### src/clock_prescaler_pkg.sv
// constants for the clock source, start-up timer and system prescaler
package clock_prescaler_pkg;
  // register byte offsets
  localparam logic [3:0] TRIM_OFFSET = 4'h0;
  localparam logic [3:0] PRESCALE_OFFSET = 4'h4;
  localparam logic [3:0] STATUS_OFFSET = 4'h8;
  localparam int ADDR_LSB = 2;
  localparam int ADDR_MSB = 3;
  // field positions
  localparam int TRIM_MSB = 6;
  localparam int UNLOCK_BIT = 7;
  localparam int SELECT_MSB = 3;
  // unlock pattern and window
  localparam logic [7:0] UNLOCK_PATTERN = 8'h80;
  localparam logic [1:0] UNLOCK_LAST = 2'h3;
  // select codes
  localparam logic [3:0] SELECT_DIV1 = 4'h0;
  localparam logic [3:0] SELECT_DIV8 = 4'h3;
  localparam logic [3:0] SELECT_MAX = 4'h8;
  localparam int PRESCALE_WIDTH = 8;
  // fuse encodings, zero means programmed
  localparam logic [1:0] SOURCE_RC_FULL = 2'h2;
  localparam logic [1:0] SOURCE_RC_HALF = 2'h1;
  localparam logic [1:0] SOURCE_LOW_POWER = 2'h3;
  localparam logic [1:0] STARTUP_NONE = 2'h0;
  localparam logic [1:0] STARTUP_SHORT = 2'h1;
  localparam logic [1:0] STARTUP_LONG = 2'h2;
  localparam logic FUSE_PROGRAMMED = 1'b0;
  // start-up cycle counts in source clocks
  localparam logic [3:0] WAKE_CYCLES = 4'h6;
  localparam logic [3:0] RESET_CYCLES = 4'he;
  // reset delay times in watchdog oscillator terms
  localparam int WDT_OSC_KHZ = 128;
  localparam int SHORT_DELAY_MS = 4;
  localparam int LONG_DELAY_MS = 64;
  localparam int SHORT_DELAY_TICKS = SHORT_DELAY_MS * WDT_OSC_KHZ;
  localparam int LONG_DELAY_TICKS = LONG_DELAY_MS * WDT_OSC_KHZ;
  localparam int DELAY_WIDTH = 14;
  // axi responses
  localparam logic [1:0] RESP_OKAY = 2'h0;
  localparam logic [1:0] RESP_SLVERR = 2'h2;
  // start-up sequencer states, one-hot
  typedef enum logic [4:0] {
    ST_WDT_WAIT = 5'h01,
    ST_CK_WAIT = 5'h02,
    ST_RUN = 5'h04,
    ST_SLEEP = 5'h08,
    ST_WAKE = 5'h10
  } startup_state_type;
endpackage

### src/clock_source_and_prescaler.sv
// clock source selection, start-up timer, trim and system prescaler
module clock_source_and_prescaler #(
  parameter logic [1:0] CLOCK_SOURCE_SELECT_FUSES = clock_prescaler_pkg::SOURCE_RC_FULL,
  parameter logic [1:0] STARTUP_TIME_FUSES = clock_prescaler_pkg::STARTUP_LONG,
  parameter logic DIVIDE_BY_EIGHT_FUSE = clock_prescaler_pkg::FUSE_PROGRAMMED,
  parameter logic [6:0] FACTORY_CALIBRATION = 7'h40,
  parameter int SHORT_DELAY_TICKS = clock_prescaler_pkg::SHORT_DELAY_TICKS,
  parameter int LONG_DELAY_TICKS = clock_prescaler_pkg::LONG_DELAY_TICKS
) (
  // clock and reset
  input wire logic clk_i,
  input wire logic sys_rst_i,
  // oscillator ticks and power state
  input wire logic wdt_tick_i,
  input wire logic ext_tick_i,
  input wire logic power_down_i,
  // generated clock enables and status
  output logic sys_clk_en_o,
  output logic startup_done_o,
  output logic [6:0] trim_o,
  // axi4-lite write address
  input wire logic [3:0] s_axi_awaddr,
  input wire logic s_axi_awvalid,
  output logic s_axi_awready,
  // axi4-lite write data
  input wire logic [31:0] s_axi_wdata,
  input wire logic [3:0] s_axi_wstrb,
  input wire logic s_axi_wvalid,
  output logic s_axi_wready,
  // axi4-lite write response
  output logic [1:0] s_axi_bresp,
  output logic s_axi_bvalid,
  input wire logic s_axi_bready,
  // axi4-lite read address
  input wire logic [3:0] s_axi_araddr,
  input wire logic s_axi_arvalid,
  output logic s_axi_arready,
  // axi4-lite read data
  output logic [31:0] s_axi_rdata,
  output logic [1:0] s_axi_rresp,
  output logic s_axi_rvalid,
  input wire logic s_axi_rready
);

  // mask of counter bits that must be all ones for a divided tick
  function automatic logic [7:0] select_mask(input logic [3:0] sel);
    select_mask = 8'(({8'h0, 1'b1} << sel) - 9'h1);
  endfunction

  // address decode for the write response, the read path decodes in its own case
  function automatic logic is_mapped(input logic [3:0] addr);
    is_mapped = (addr == clock_prescaler_pkg::TRIM_OFFSET) ||
                (addr == clock_prescaler_pkg::PRESCALE_OFFSET) ||
                (addr == clock_prescaler_pkg::STATUS_OFFSET);
  endfunction

  // bus side state
  logic [3:0] wr_addr_reg; // held write address
  logic [7:0] wr_data_reg; // held write data, low byte
  logic wr_strb_reg; // lane 0 enabled
  logic do_write; // both halves held, response free
  logic prescale_wr; // write to prescale register
  // clock side state
  logic [6:0] trim_reg; // oscillator trim
  logic unlock_reg; // prescale change unlock
  logic [1:0] unlock_cnt_reg; // unlock window counter
  logic [3:0] select_reg; // software visible select
  logic [3:0] active_sel_reg; // select in force
  logic pend_reg; // new select waiting for period end
  logic [7:0] ripple_reg; // prescaler counter
  logic half_reg; // divide-by-two phase
  logic src_tick; // undivided source clock enable
  logic div_hit; // end of a divided period
  clock_prescaler_pkg::startup_state_type state_reg;
  logic [clock_prescaler_pkg::DELAY_WIDTH-1:0] wdt_cnt_reg; // watchdog ticks
  logic [3:0] ck_cnt_reg; // source ticks during start-up
  logic [clock_prescaler_pkg::DELAY_WIDTH-1:0] wdt_target; // reset delay length

  // source select decode
  always_comb begin
    case (CLOCK_SOURCE_SELECT_FUSES)
      clock_prescaler_pkg::SOURCE_RC_FULL: src_tick = 1'b1;
      clock_prescaler_pkg::SOURCE_RC_HALF: src_tick = half_reg;
      clock_prescaler_pkg::SOURCE_LOW_POWER: src_tick = wdt_tick_i;
      default: src_tick = ext_tick_i;
    endcase
    // oscillator stopped while asleep
    if (state_reg == clock_prescaler_pkg::ST_SLEEP) begin
      src_tick = 1'b0;
    end
  end

  // divide-by-two phase for the half rate mode
  always_ff @(posedge clk_i) begin
    if (sys_rst_i) begin
      half_reg <= 1'b0;
    end else begin
      half_reg <= ~half_reg;
    end
  end

  // reset delay length in watchdog ticks
  always_comb begin
    if (STARTUP_TIME_FUSES == clock_prescaler_pkg::STARTUP_SHORT) begin
      wdt_target = clock_prescaler_pkg::DELAY_WIDTH'(SHORT_DELAY_TICKS - 1);
    end else begin
      wdt_target = clock_prescaler_pkg::DELAY_WIDTH'(LONG_DELAY_TICKS - 1);
    end
  end

  // start-up sequencer
  always_ff @(posedge clk_i) begin
    if (sys_rst_i) begin
      wdt_cnt_reg <= '0;
      ck_cnt_reg <= 4'h0;
      // no real-time delay for code 00
      if (STARTUP_TIME_FUSES == clock_prescaler_pkg::STARTUP_NONE) begin
        state_reg <= clock_prescaler_pkg::ST_CK_WAIT;
      end else begin
        state_reg <= clock_prescaler_pkg::ST_WDT_WAIT;
      end
    end else begin
      case (state_reg)
        // watchdog oscillator times the reset delay
        clock_prescaler_pkg::ST_WDT_WAIT: begin
          if (wdt_tick_i) begin
            wdt_cnt_reg <= wdt_cnt_reg + 1'b1;
            if (wdt_cnt_reg == wdt_target) begin
              state_reg <= clock_prescaler_pkg::ST_CK_WAIT;
            end
          end
        end
        clock_prescaler_pkg::ST_CK_WAIT: begin
          if (src_tick) begin
            ck_cnt_reg <= ck_cnt_reg + 1'b1;
            if (ck_cnt_reg == clock_prescaler_pkg::RESET_CYCLES - 4'h1) begin
              state_reg <= clock_prescaler_pkg::ST_RUN;
            end
          end
        end
        // running, watch for power-down
        clock_prescaler_pkg::ST_RUN: begin
          ck_cnt_reg <= 4'h0;
          if (power_down_i) begin
            state_reg <= clock_prescaler_pkg::ST_SLEEP;
          end
        end
        // oscillator stopped
        clock_prescaler_pkg::ST_SLEEP: begin
          if (!power_down_i) begin
            state_reg <= clock_prescaler_pkg::ST_WAKE;
          end
        end
        clock_prescaler_pkg::ST_WAKE: begin
          if (src_tick) begin
            ck_cnt_reg <= ck_cnt_reg + 1'b1;
            if (ck_cnt_reg == clock_prescaler_pkg::WAKE_CYCLES - 4'h1) begin
              state_reg <= clock_prescaler_pkg::ST_RUN;
            end
          end
        end
        default: state_reg <= clock_prescaler_pkg::ST_CK_WAIT;
      endcase
    end
  end

  // ripple counter on the undivided source, never read back
  always_ff @(posedge clk_i) begin
    if (sys_rst_i) begin
      ripple_reg <= '0;
    end else if (src_tick) begin
      if (div_hit && pend_reg) begin
        ripple_reg <= '0;
      end else begin
        ripple_reg <= ripple_reg + 1'b1;
      end
    end
  end

  // end of the current divided period
  assign div_hit = src_tick && ((ripple_reg & select_mask(active_sel_reg)) == select_mask(active_sel_reg));

  // one enable drives cpu, io, adc and flash
  always_ff @(posedge clk_i) begin
    if (sys_rst_i) begin
      sys_clk_en_o <= 1'b0;
    end else begin
      sys_clk_en_o <= div_hit && (state_reg == clock_prescaler_pkg::ST_RUN);
    end
  end

  // start-up finished flag
  always_ff @(posedge clk_i) begin
    if (sys_rst_i) begin
      startup_done_o <= 1'b0;
    end else begin
      startup_done_o <= (state_reg == clock_prescaler_pkg::ST_RUN);
    end
  end

  // trim loaded with calibration at every reset
  always_ff @(posedge clk_i) begin
    if (sys_rst_i) begin
      trim_reg <= FACTORY_CALIBRATION;
    end else if (do_write && wr_strb_reg && wr_addr_reg == clock_prescaler_pkg::TRIM_OFFSET) begin
      trim_reg <= wr_data_reg[clock_prescaler_pkg::TRIM_MSB:0];
    end
  end
  assign trim_o = trim_reg;

  // write to the prescale register this cycle
  assign prescale_wr = do_write && wr_strb_reg && (wr_addr_reg == clock_prescaler_pkg::PRESCALE_OFFSET);

  // unlock bit and its four cycle window
  always_ff @(posedge clk_i) begin
    if (sys_rst_i) begin
      unlock_reg <= 1'b0;
      unlock_cnt_reg <= 2'h0;
    end else if (!unlock_reg) begin
      // only the exact pattern sets it
      if (prescale_wr && wr_data_reg == clock_prescaler_pkg::UNLOCK_PATTERN) begin
        unlock_reg <= 1'b1;
        unlock_cnt_reg <= 2'h0;
      end
    end else if (prescale_wr && !wr_data_reg[clock_prescaler_pkg::UNLOCK_BIT]) begin
      unlock_reg <= 1'b0;
    end else if (unlock_cnt_reg == clock_prescaler_pkg::UNLOCK_LAST) begin
      unlock_reg <= 1'b0;
    end else begin
      unlock_cnt_reg <= unlock_cnt_reg + 1'b1;
    end
  end

  // software visible select and pending flag
  always_ff @(posedge clk_i) begin
    if (sys_rst_i) begin
      // start divided by eight when fuse programmed
      if (DIVIDE_BY_EIGHT_FUSE == clock_prescaler_pkg::FUSE_PROGRAMMED) begin
        select_reg <= clock_prescaler_pkg::SELECT_DIV8;
      end else begin
        select_reg <= clock_prescaler_pkg::SELECT_DIV1;
      end
      pend_reg <= 1'b0;
    end else if (prescale_wr && unlock_reg && !wr_data_reg[clock_prescaler_pkg::UNLOCK_BIT] &&
                 wr_data_reg[clock_prescaler_pkg::SELECT_MSB:0] <= clock_prescaler_pkg::SELECT_MAX) begin
      select_reg <= wr_data_reg[clock_prescaler_pkg::SELECT_MSB:0];
      pend_reg <= 1'b1;
    end else if (div_hit) begin
      pend_reg <= 1'b0;
    end
  end

  // new factor applied only at the end of the old period
  always_ff @(posedge clk_i) begin
    if (sys_rst_i) begin
      if (DIVIDE_BY_EIGHT_FUSE == clock_prescaler_pkg::FUSE_PROGRAMMED) begin
        active_sel_reg <= clock_prescaler_pkg::SELECT_DIV8;
      end else begin
        active_sel_reg <= clock_prescaler_pkg::SELECT_DIV1;
      end
    end else if (div_hit && pend_reg) begin
      active_sel_reg <= select_reg;
    end
  end

  // write channels: take address and data in either order
  always_ff @(posedge clk_i) begin
    if (sys_rst_i) begin
      s_axi_awready <= 1'b1;
      s_axi_wready <= 1'b1;
      s_axi_bvalid <= 1'b0;
      s_axi_bresp <= clock_prescaler_pkg::RESP_OKAY;
      wr_addr_reg <= 4'h0;
      wr_data_reg <= 8'h0;
      wr_strb_reg <= 1'b0;
    end else begin
      if (s_axi_awvalid && s_axi_awready) begin
        s_axi_awready <= 1'b0;
        wr_addr_reg <= {s_axi_awaddr[clock_prescaler_pkg::ADDR_MSB:clock_prescaler_pkg::ADDR_LSB], 2'h0};
      end
      if (s_axi_wvalid && s_axi_wready) begin
        s_axi_wready <= 1'b0;
        wr_data_reg <= s_axi_wdata[7:0];
        wr_strb_reg <= s_axi_wstrb[0];
      end
      if (do_write) begin
        s_axi_bvalid <= 1'b1;
        s_axi_bresp <= is_mapped(wr_addr_reg) ? clock_prescaler_pkg::RESP_OKAY : clock_prescaler_pkg::RESP_SLVERR;
      end else if (s_axi_bvalid && s_axi_bready) begin
        s_axi_bvalid <= 1'b0;
        s_axi_awready <= 1'b1;
        s_axi_wready <= 1'b1;
      end
    end
  end

  // register write happens once both halves are held
  assign do_write = !s_axi_awready && !s_axi_wready && !s_axi_bvalid;

  // read channel, answer one cycle after the address
  always_ff @(posedge clk_i) begin
    if (sys_rst_i) begin
      s_axi_arready <= 1'b1;
      s_axi_rvalid <= 1'b0;
      s_axi_rdata <= 32'h0;
      s_axi_rresp <= clock_prescaler_pkg::RESP_OKAY;
    end else if (s_axi_arvalid && s_axi_arready) begin
      s_axi_arready <= 1'b0;
      s_axi_rvalid <= 1'b1;
      s_axi_rresp <= clock_prescaler_pkg::RESP_OKAY;
      case ({s_axi_araddr[clock_prescaler_pkg::ADDR_MSB:clock_prescaler_pkg::ADDR_LSB], 2'h0})
        clock_prescaler_pkg::TRIM_OFFSET: s_axi_rdata <= {25'h0, trim_reg};
        clock_prescaler_pkg::PRESCALE_OFFSET: s_axi_rdata <= {24'h0, unlock_reg, 3'h0, select_reg};
        // start-up state, active select, fuses
        clock_prescaler_pkg::STATUS_OFFSET: s_axi_rdata <= {19'h0, DIVIDE_BY_EIGHT_FUSE, STARTUP_TIME_FUSES,
          CLOCK_SOURCE_SELECT_FUSES, active_sel_reg, 2'h0, pend_reg, startup_done_o};
        default: begin
          s_axi_rdata <= 32'h0;
          s_axi_rresp <= clock_prescaler_pkg::RESP_SLVERR;
        end
      endcase
    end else if (s_axi_rvalid && s_axi_rready) begin
      s_axi_rvalid <= 1'b0;
      s_axi_arready <= 1'b1;
    end
  end
endmodule

### config.mk
export PLATFORM = sky130hd
export DESIGN_NAME = clock_source_and_prescaler
export DESIGN_NICKNAME = d
export VERILOG_FILES = /design/src/clock_prescaler_pkg.sv /design/src/clock_source_and_prescaler.sv
export SDC_FILE = /design/constraint.sdc
export NUM_CORES = 1
export LEC_CHECK = 0
export BUFFER_PORTS_ARGS = -buffer_cell sky130_fd_sc_hd__buf_2
export CAP_MARGIN = 10
export CORE_MARGIN = 2
export CORE_UTILIZATION = 30
export DETAILED_ROUTE_END_ITERATION = 8
export PLACE_DENSITY = 0.48
export SETUP_SLACK_MARGIN = 0.02
export SLEW_MARGIN = 20
export SYNTH_ARGS = -nofsm -noshare
export SYNTH_HDL_FRONTEND = slang
export SYNTH_SLANG_ARGS = --single-unit
export TNS_END_PERCENT = 100
### constraint.sdc
create_clock -name clk_i -period 2.7 [get_ports clk_i]
set_clock_uncertainty 0.05 [all_clocks]
set_input_delay 0.27 -clock clk_i [delete_from_list [all_inputs] [get_ports clk_i]]
set_output_delay 0.27 -clock clk_i [all_outputs]
set_load 0.02 [all_outputs]
==> Yosys cells after proc, flatten, opt, wreduce, memory -nomap -nowiden <==
Cells that the tools add are included.
{ "totals": {"inputBits": 54, "output_inout_bits": 50, "reg_bits": 104, "word_cells": 128} }
{ "op_classes": {"n_eq_ne": 24, "addsub": 5, "reduce_logical": 37, "bitwise": 1, "magnitude_cmp": 1, "n_shift": 1, "mux": 36} }
{ "op_table": {"columns": ["op", "count"], "rows": [
  ["$pmux 12 s3", 1],
  ["$mux 5", 6],
  ["$pmux 5 s5", 1],
  ["$mux 1", 19],
  ["$logic_and 1x1->1", 18],
  ["$ne 2x2->1 const B", 9],
  ["$add 14x1->14 const B", 1],
  ["$eq 14x13->1 const B", 1],
  ["$mux 2", 6],
  ["$reduce_bool 2->1", 5],
  ["$add 8x1->8 const B", 1],
  ["$and 8x8->8", 1],
  ["$eq 8x8->1", 1],
  ["$eq 8x8->1 const B", 1],
  ["$mux 8", 1],
  ["$pmux 4 s2", 1],
  ["$shl 1x4->8 const A", 1],
  ["$sub 8x1->8 const B", 1],
  ["$eq 2x2->1 const B", 3],
  ["$reduce_and 6->1", 1],
  ["$eq 5x1->1 const B", 1],
  ["$eq 5x2->1 const B", 1],
  ["$eq 5x3->1 const B", 1],
  ["$eq 5x4->1 const B", 1],
  ["other kinds (16)", 22]
]} }

==> Longest topological paths before layout <==
{ "depth": {"ltp_word": 9, "depth_mapped": 10, "depth_no_buf": 9} }

==> Worst setup path before layout <==
Ideal clock, no wire load.
{ "synth_timing": {"path_type": "register to register", "startpoint": "register active_sel_reg[1]", "endpoint": "register active_sel_reg[0]", "required_ns": 2.530, "synth_period_minus_slack_ns": 2.412, "stages_incl_launch_ff": 10, "n_path_buf": 1, "setup_slack_ns": 0.288, "arrival_ns": 2.242, "setup_time_ns": 0.120, "cell_sequence": "dfxtp_1 buf_6 or4_4 ha_1 nor2b_1 o21ai_0 o2111a_1 nand4b_4 o21a_1 a211o_1"} }
{ "synth_between": {"elab_chain_len": 6} }
{ "synth_rtl": {"columns": ["item", "line", "rtl"], "rows": [
  ["from (decl)", "clock_source_and_prescaler.sv:68", "logic [3:0] active_sel_reg;"],
  ["from (signal assigned)", "clock_source_and_prescaler.sv:257", "active_sel_reg <= clock_prescaler_pkg::SELECT_DIV8;"],
  ["from (signal assigned)", "clock_source_and_prescaler.sv:259", "active_sel_reg <= clock_prescaler_pkg::SELECT_DIV1;"],
  ["from (signal assigned)", "clock_source_and_prescaler.sv:262", "active_sel_reg <= select_reg;"],
  ["$shl 1x4->8 *", "clock_source_and_prescaler.sv:47", "select_mask = 8'(({8'h0, 1'b1} << sel) - 9'h1);"],
  ["$sub 8x1->8 *", "clock_source_and_prescaler.sv:47", null],
  ["$and 8x8->8", "clock_source_and_prescaler.sv:181", "assign div_hit = src_tick && ((ripple_reg & select_mask(active_sel_reg)) == select_mask(active_sel_reg));"],
  ["$eq 8x8->1 *", "clock_source_and_prescaler.sv:181", null],
  ["$logic_and 1x1->1 *", "clock_source_and_prescaler.sv:181", null],
  ["$logic_and 1x1->1 *", "clock_source_and_prescaler.sv:261", "end else if (div_hit && pend_reg) begin"]
]} }
Mark *: on every way between the ends. The rest lies on a longest branch, timed or not.
A chain may end at the register's enable or synchronous reset.

==> Worst setup path after layout <==
{ "layout_timing": {"startpoint": "register active_sel_reg[0]", "endpoint": "register active_sel_reg[1]"} }
Same word-level chain as after synthesis.

==> results.md <==
- Grt total ovfl: 0
- Total wire length: approximately 8000 um
- Worst Tran Pin Value: 0.717 ns
- Drt pass-1 iters: 4
- Core area: roughly 12000 um^2
- Mapped Cells: roughly 440
- Crit-path slowest cell: or4_4
- Routed vias: slightly below 3000
- CTS sink cnt: 79
- Clk root buf: clkbuf_16
- Final period util: ~93%
- Critical Path RT: 2.87 ns
- Share of cells above drive strength 1: 17.1%
- CTS tree: built
- Worst hold path type: input pin to flip-flop
- Nets: between 500 and 600
- CTS buffer count: 9
- Fmax: approximately 400 MHz
- Initial DRC count: approximately 140
- Yosys top cell area share: between 40% and 50%
- Clock slew at reported path FFs: ~0.06 ns
- Largest net degree at the start of global routing: 38
- WL/cell: 12.1 um
- CTS H-tree depth: 3
- Post-route setup TNS: 0 ns
- YS warnings: 0
- Post-synth EDFFs: 0
- DRC: 0
- #FFs+latches synth: 79
- Critical Path End Type: flip-flop
- Post-CTS Resized: 0
- Area growth, synth to finish: 14.8%
- Critical path's largest stage delay: around 0.54 ns
- Clk Latency, worst-skew pair: approximately 0.33 ns
- RSZ-0062 raised after global routing: false
- Port Buffers: 47
- Routability-driven placement congestion ratio: about 0.75
- Worst Setup Start Kind: flip-flop
- CP Buf/Inv Count: 0
- Total of fill cells in the finished design: around 1300
- PwrDens: 629 nW/um^2
- Place WS: around 0.22 ns
- DIE WIDTH: approximately 120 um
- Tot Pwr: 2.74 mW
- Global-route wire length before repair: 13200 um
- Minimum clock period: ~2.5 ns
- Syn avg cell area: between 8 and 9 um^2
- Die area: around 14000 um^2
- Delay-heaviest family, CP: simple AND/OR/NAND/NOR gates
- Crit path cell chain: or4_4, ha_1, nor2b_1, o21ai_0, o2111a_1, nand4b_4, o21a_1, a211o_1
- Overall Global Routing Usage: between 10% and 20%
- Largest register FFs: 14
- Pleak: 1.77 nW
- Synth top area cells: dfxtp_1 42%, nor2_1 5.6%, buf_4 5.3%
- Final ANT Viol Nets: 0
- Vias per cell: around 4.5
- Worst setup margin: about 0.20 ns
- Unique masters post-synth: between 50 and 60
- Initial antenna violation count: 0
- Arrival @ worst endpoint: ~2.7 ns
- Status: finished, final reports clean
- Yosys top cell by area: dfxtp_1
- I/O pin cnt: 104
- Starting density of the core: between 30% and 40%
- Die Ht: roughly 120 um
- Max-Cap Viols: 0
- Core Rows: slightly above 40
- Vias in the first global route: roughly 2800
- Final Max Tran Viols: 0
- Number of diodes: 0
- Post-DP HPWL: roughly 5800 um
- Worst VDD drop: ~0.00021 V
- Postcts setup bufs: 0
- Hold Buf Count CTS: 0
- Top cells by count, synth: 79 x dfxtp_1, 57 x nor2_1, 33 x a21oi_1
- Sequential fraction of the synthesis area: about two fifths
- Final Hold Fails: 0
- Critical path fanouts, max: 9
- Top_reg_cell synth: dfxtp_1
- Clk buf depth: 2
- Synth Cell Area: between 3000 and 4000 um^2
- Final setup viols: 0
- Most frequent cell after synthesis: dfxtp_1
- FFs w/ async S/R, synth: 0%
- Worst slew margin: 52.2%
- Crit path kind: flip-flop to flip-flop
==> layout make-up <==
class | count | area, um^2 | share of cell area (%)
Clock buffer | 12 | 246 | 5.66
Inverter | 13 | 48.8 | 1.12
Tap cell | 172 | 215 | 4.94
Multi-Input combinational cell | 323 | 1940 | 44.6
Sequential cell | 79 | 1580 | 36.3
Clock inverter | 3 | 20.0 | 0.460
Timing Repair Buffer | 54 | 300 | 6.89
==> layer usage <==
metal	vias to the layer above	track usage [%]	wire, um
met5	-	0	0
met4	0	5.71	152
met3	12	2.18	216
met2	40	20.0	3700
met1	1375	15.8	3900
li1	1554	-	-
==> cell families after synthesis <==
logic type,Yosys count,synth area share (%)
AND/OR/NAND/NOR,184,25.2
buffers and inverters,62,9.39
multiplexers,19,5.17
other,1,0.0988
adder cells (fa/ha/maj),6,1.98
XOR/XNOR,22,5.08
AO/OA/AOI/OAI,68,11.4
flip-flops,79,41.7
==> layout by cell type, fill, tap and decap left out, types with 7 or more instances in the layout <==
| cell type | netlist | routed |
|---|---|---|
| inv_1 | 13 | 13 |
| xnor2_1 | 7 | 7 |
| conb_1 | 1 | 24 |
| o21ai_0 | 9 | 9 |
| mux2i_1 | 14 | 14 |
| clkbuf_16 | 0 | 9 |
| buf_2 | 0 | 47 |
| xor2_1 | 15 | 15 |
| a21oi_1 | 33 | 33 |
| nor2_1 | 57 | 57 |
| nand2_1 | 31 | 31 |
| nand3_1 | 20 | 20 |
| nor3_1 | 23 | 23 |
| dfxtp_1 | 79 | 79 |
| nand4_1 | 7 | 7 |
==> power breakdown <==
part           total, mW  switching (mW)  internal (mW)  leakage [nW]
Clock               1.11           0.465          0.641         0.125
Sequential          1.28          0.0611           1.22         0.642
Combinational      0.357           0.218          0.139          1.01
==> final timing paths <==
| check | start | to | slack (ns) | depth (start not counted) |
|---|---|---|---|---|
| setup / recovery | active_sel_reg[0] | active_sel_reg[1] | 0.20 | 8 |
| hold / removal | s_axi_awvalid | s_axi_awready | 0.12 | 2 |
| hold reg to reg | s_axi_rresp[1] | s_axi_rresp[1] | 0.41 | 2 |
| setup reg to reg | active_sel_reg[0] | active_sel_reg[1] | 0.20 | 8 |
==> stage by stage <==
step | cells | hold slack, ns | cell area (um^2) | utilization, %
2_1_floorplan | 464 | 0.320 | 3880 | -
3_3_place_gp | 641 | 0.399 | 4090 | 32.8
3_5_place_dp | 641 | 0.401 | 4090 | 32.8
4_1_cts | 656 | 0.117 | 4360 | 34.9
5_1_grt | 656 | 0.134 | 4360 | 34.9
6_report | 656 | 0.125 | 4360 | 34.9
(Power assumes the default switching activity.)
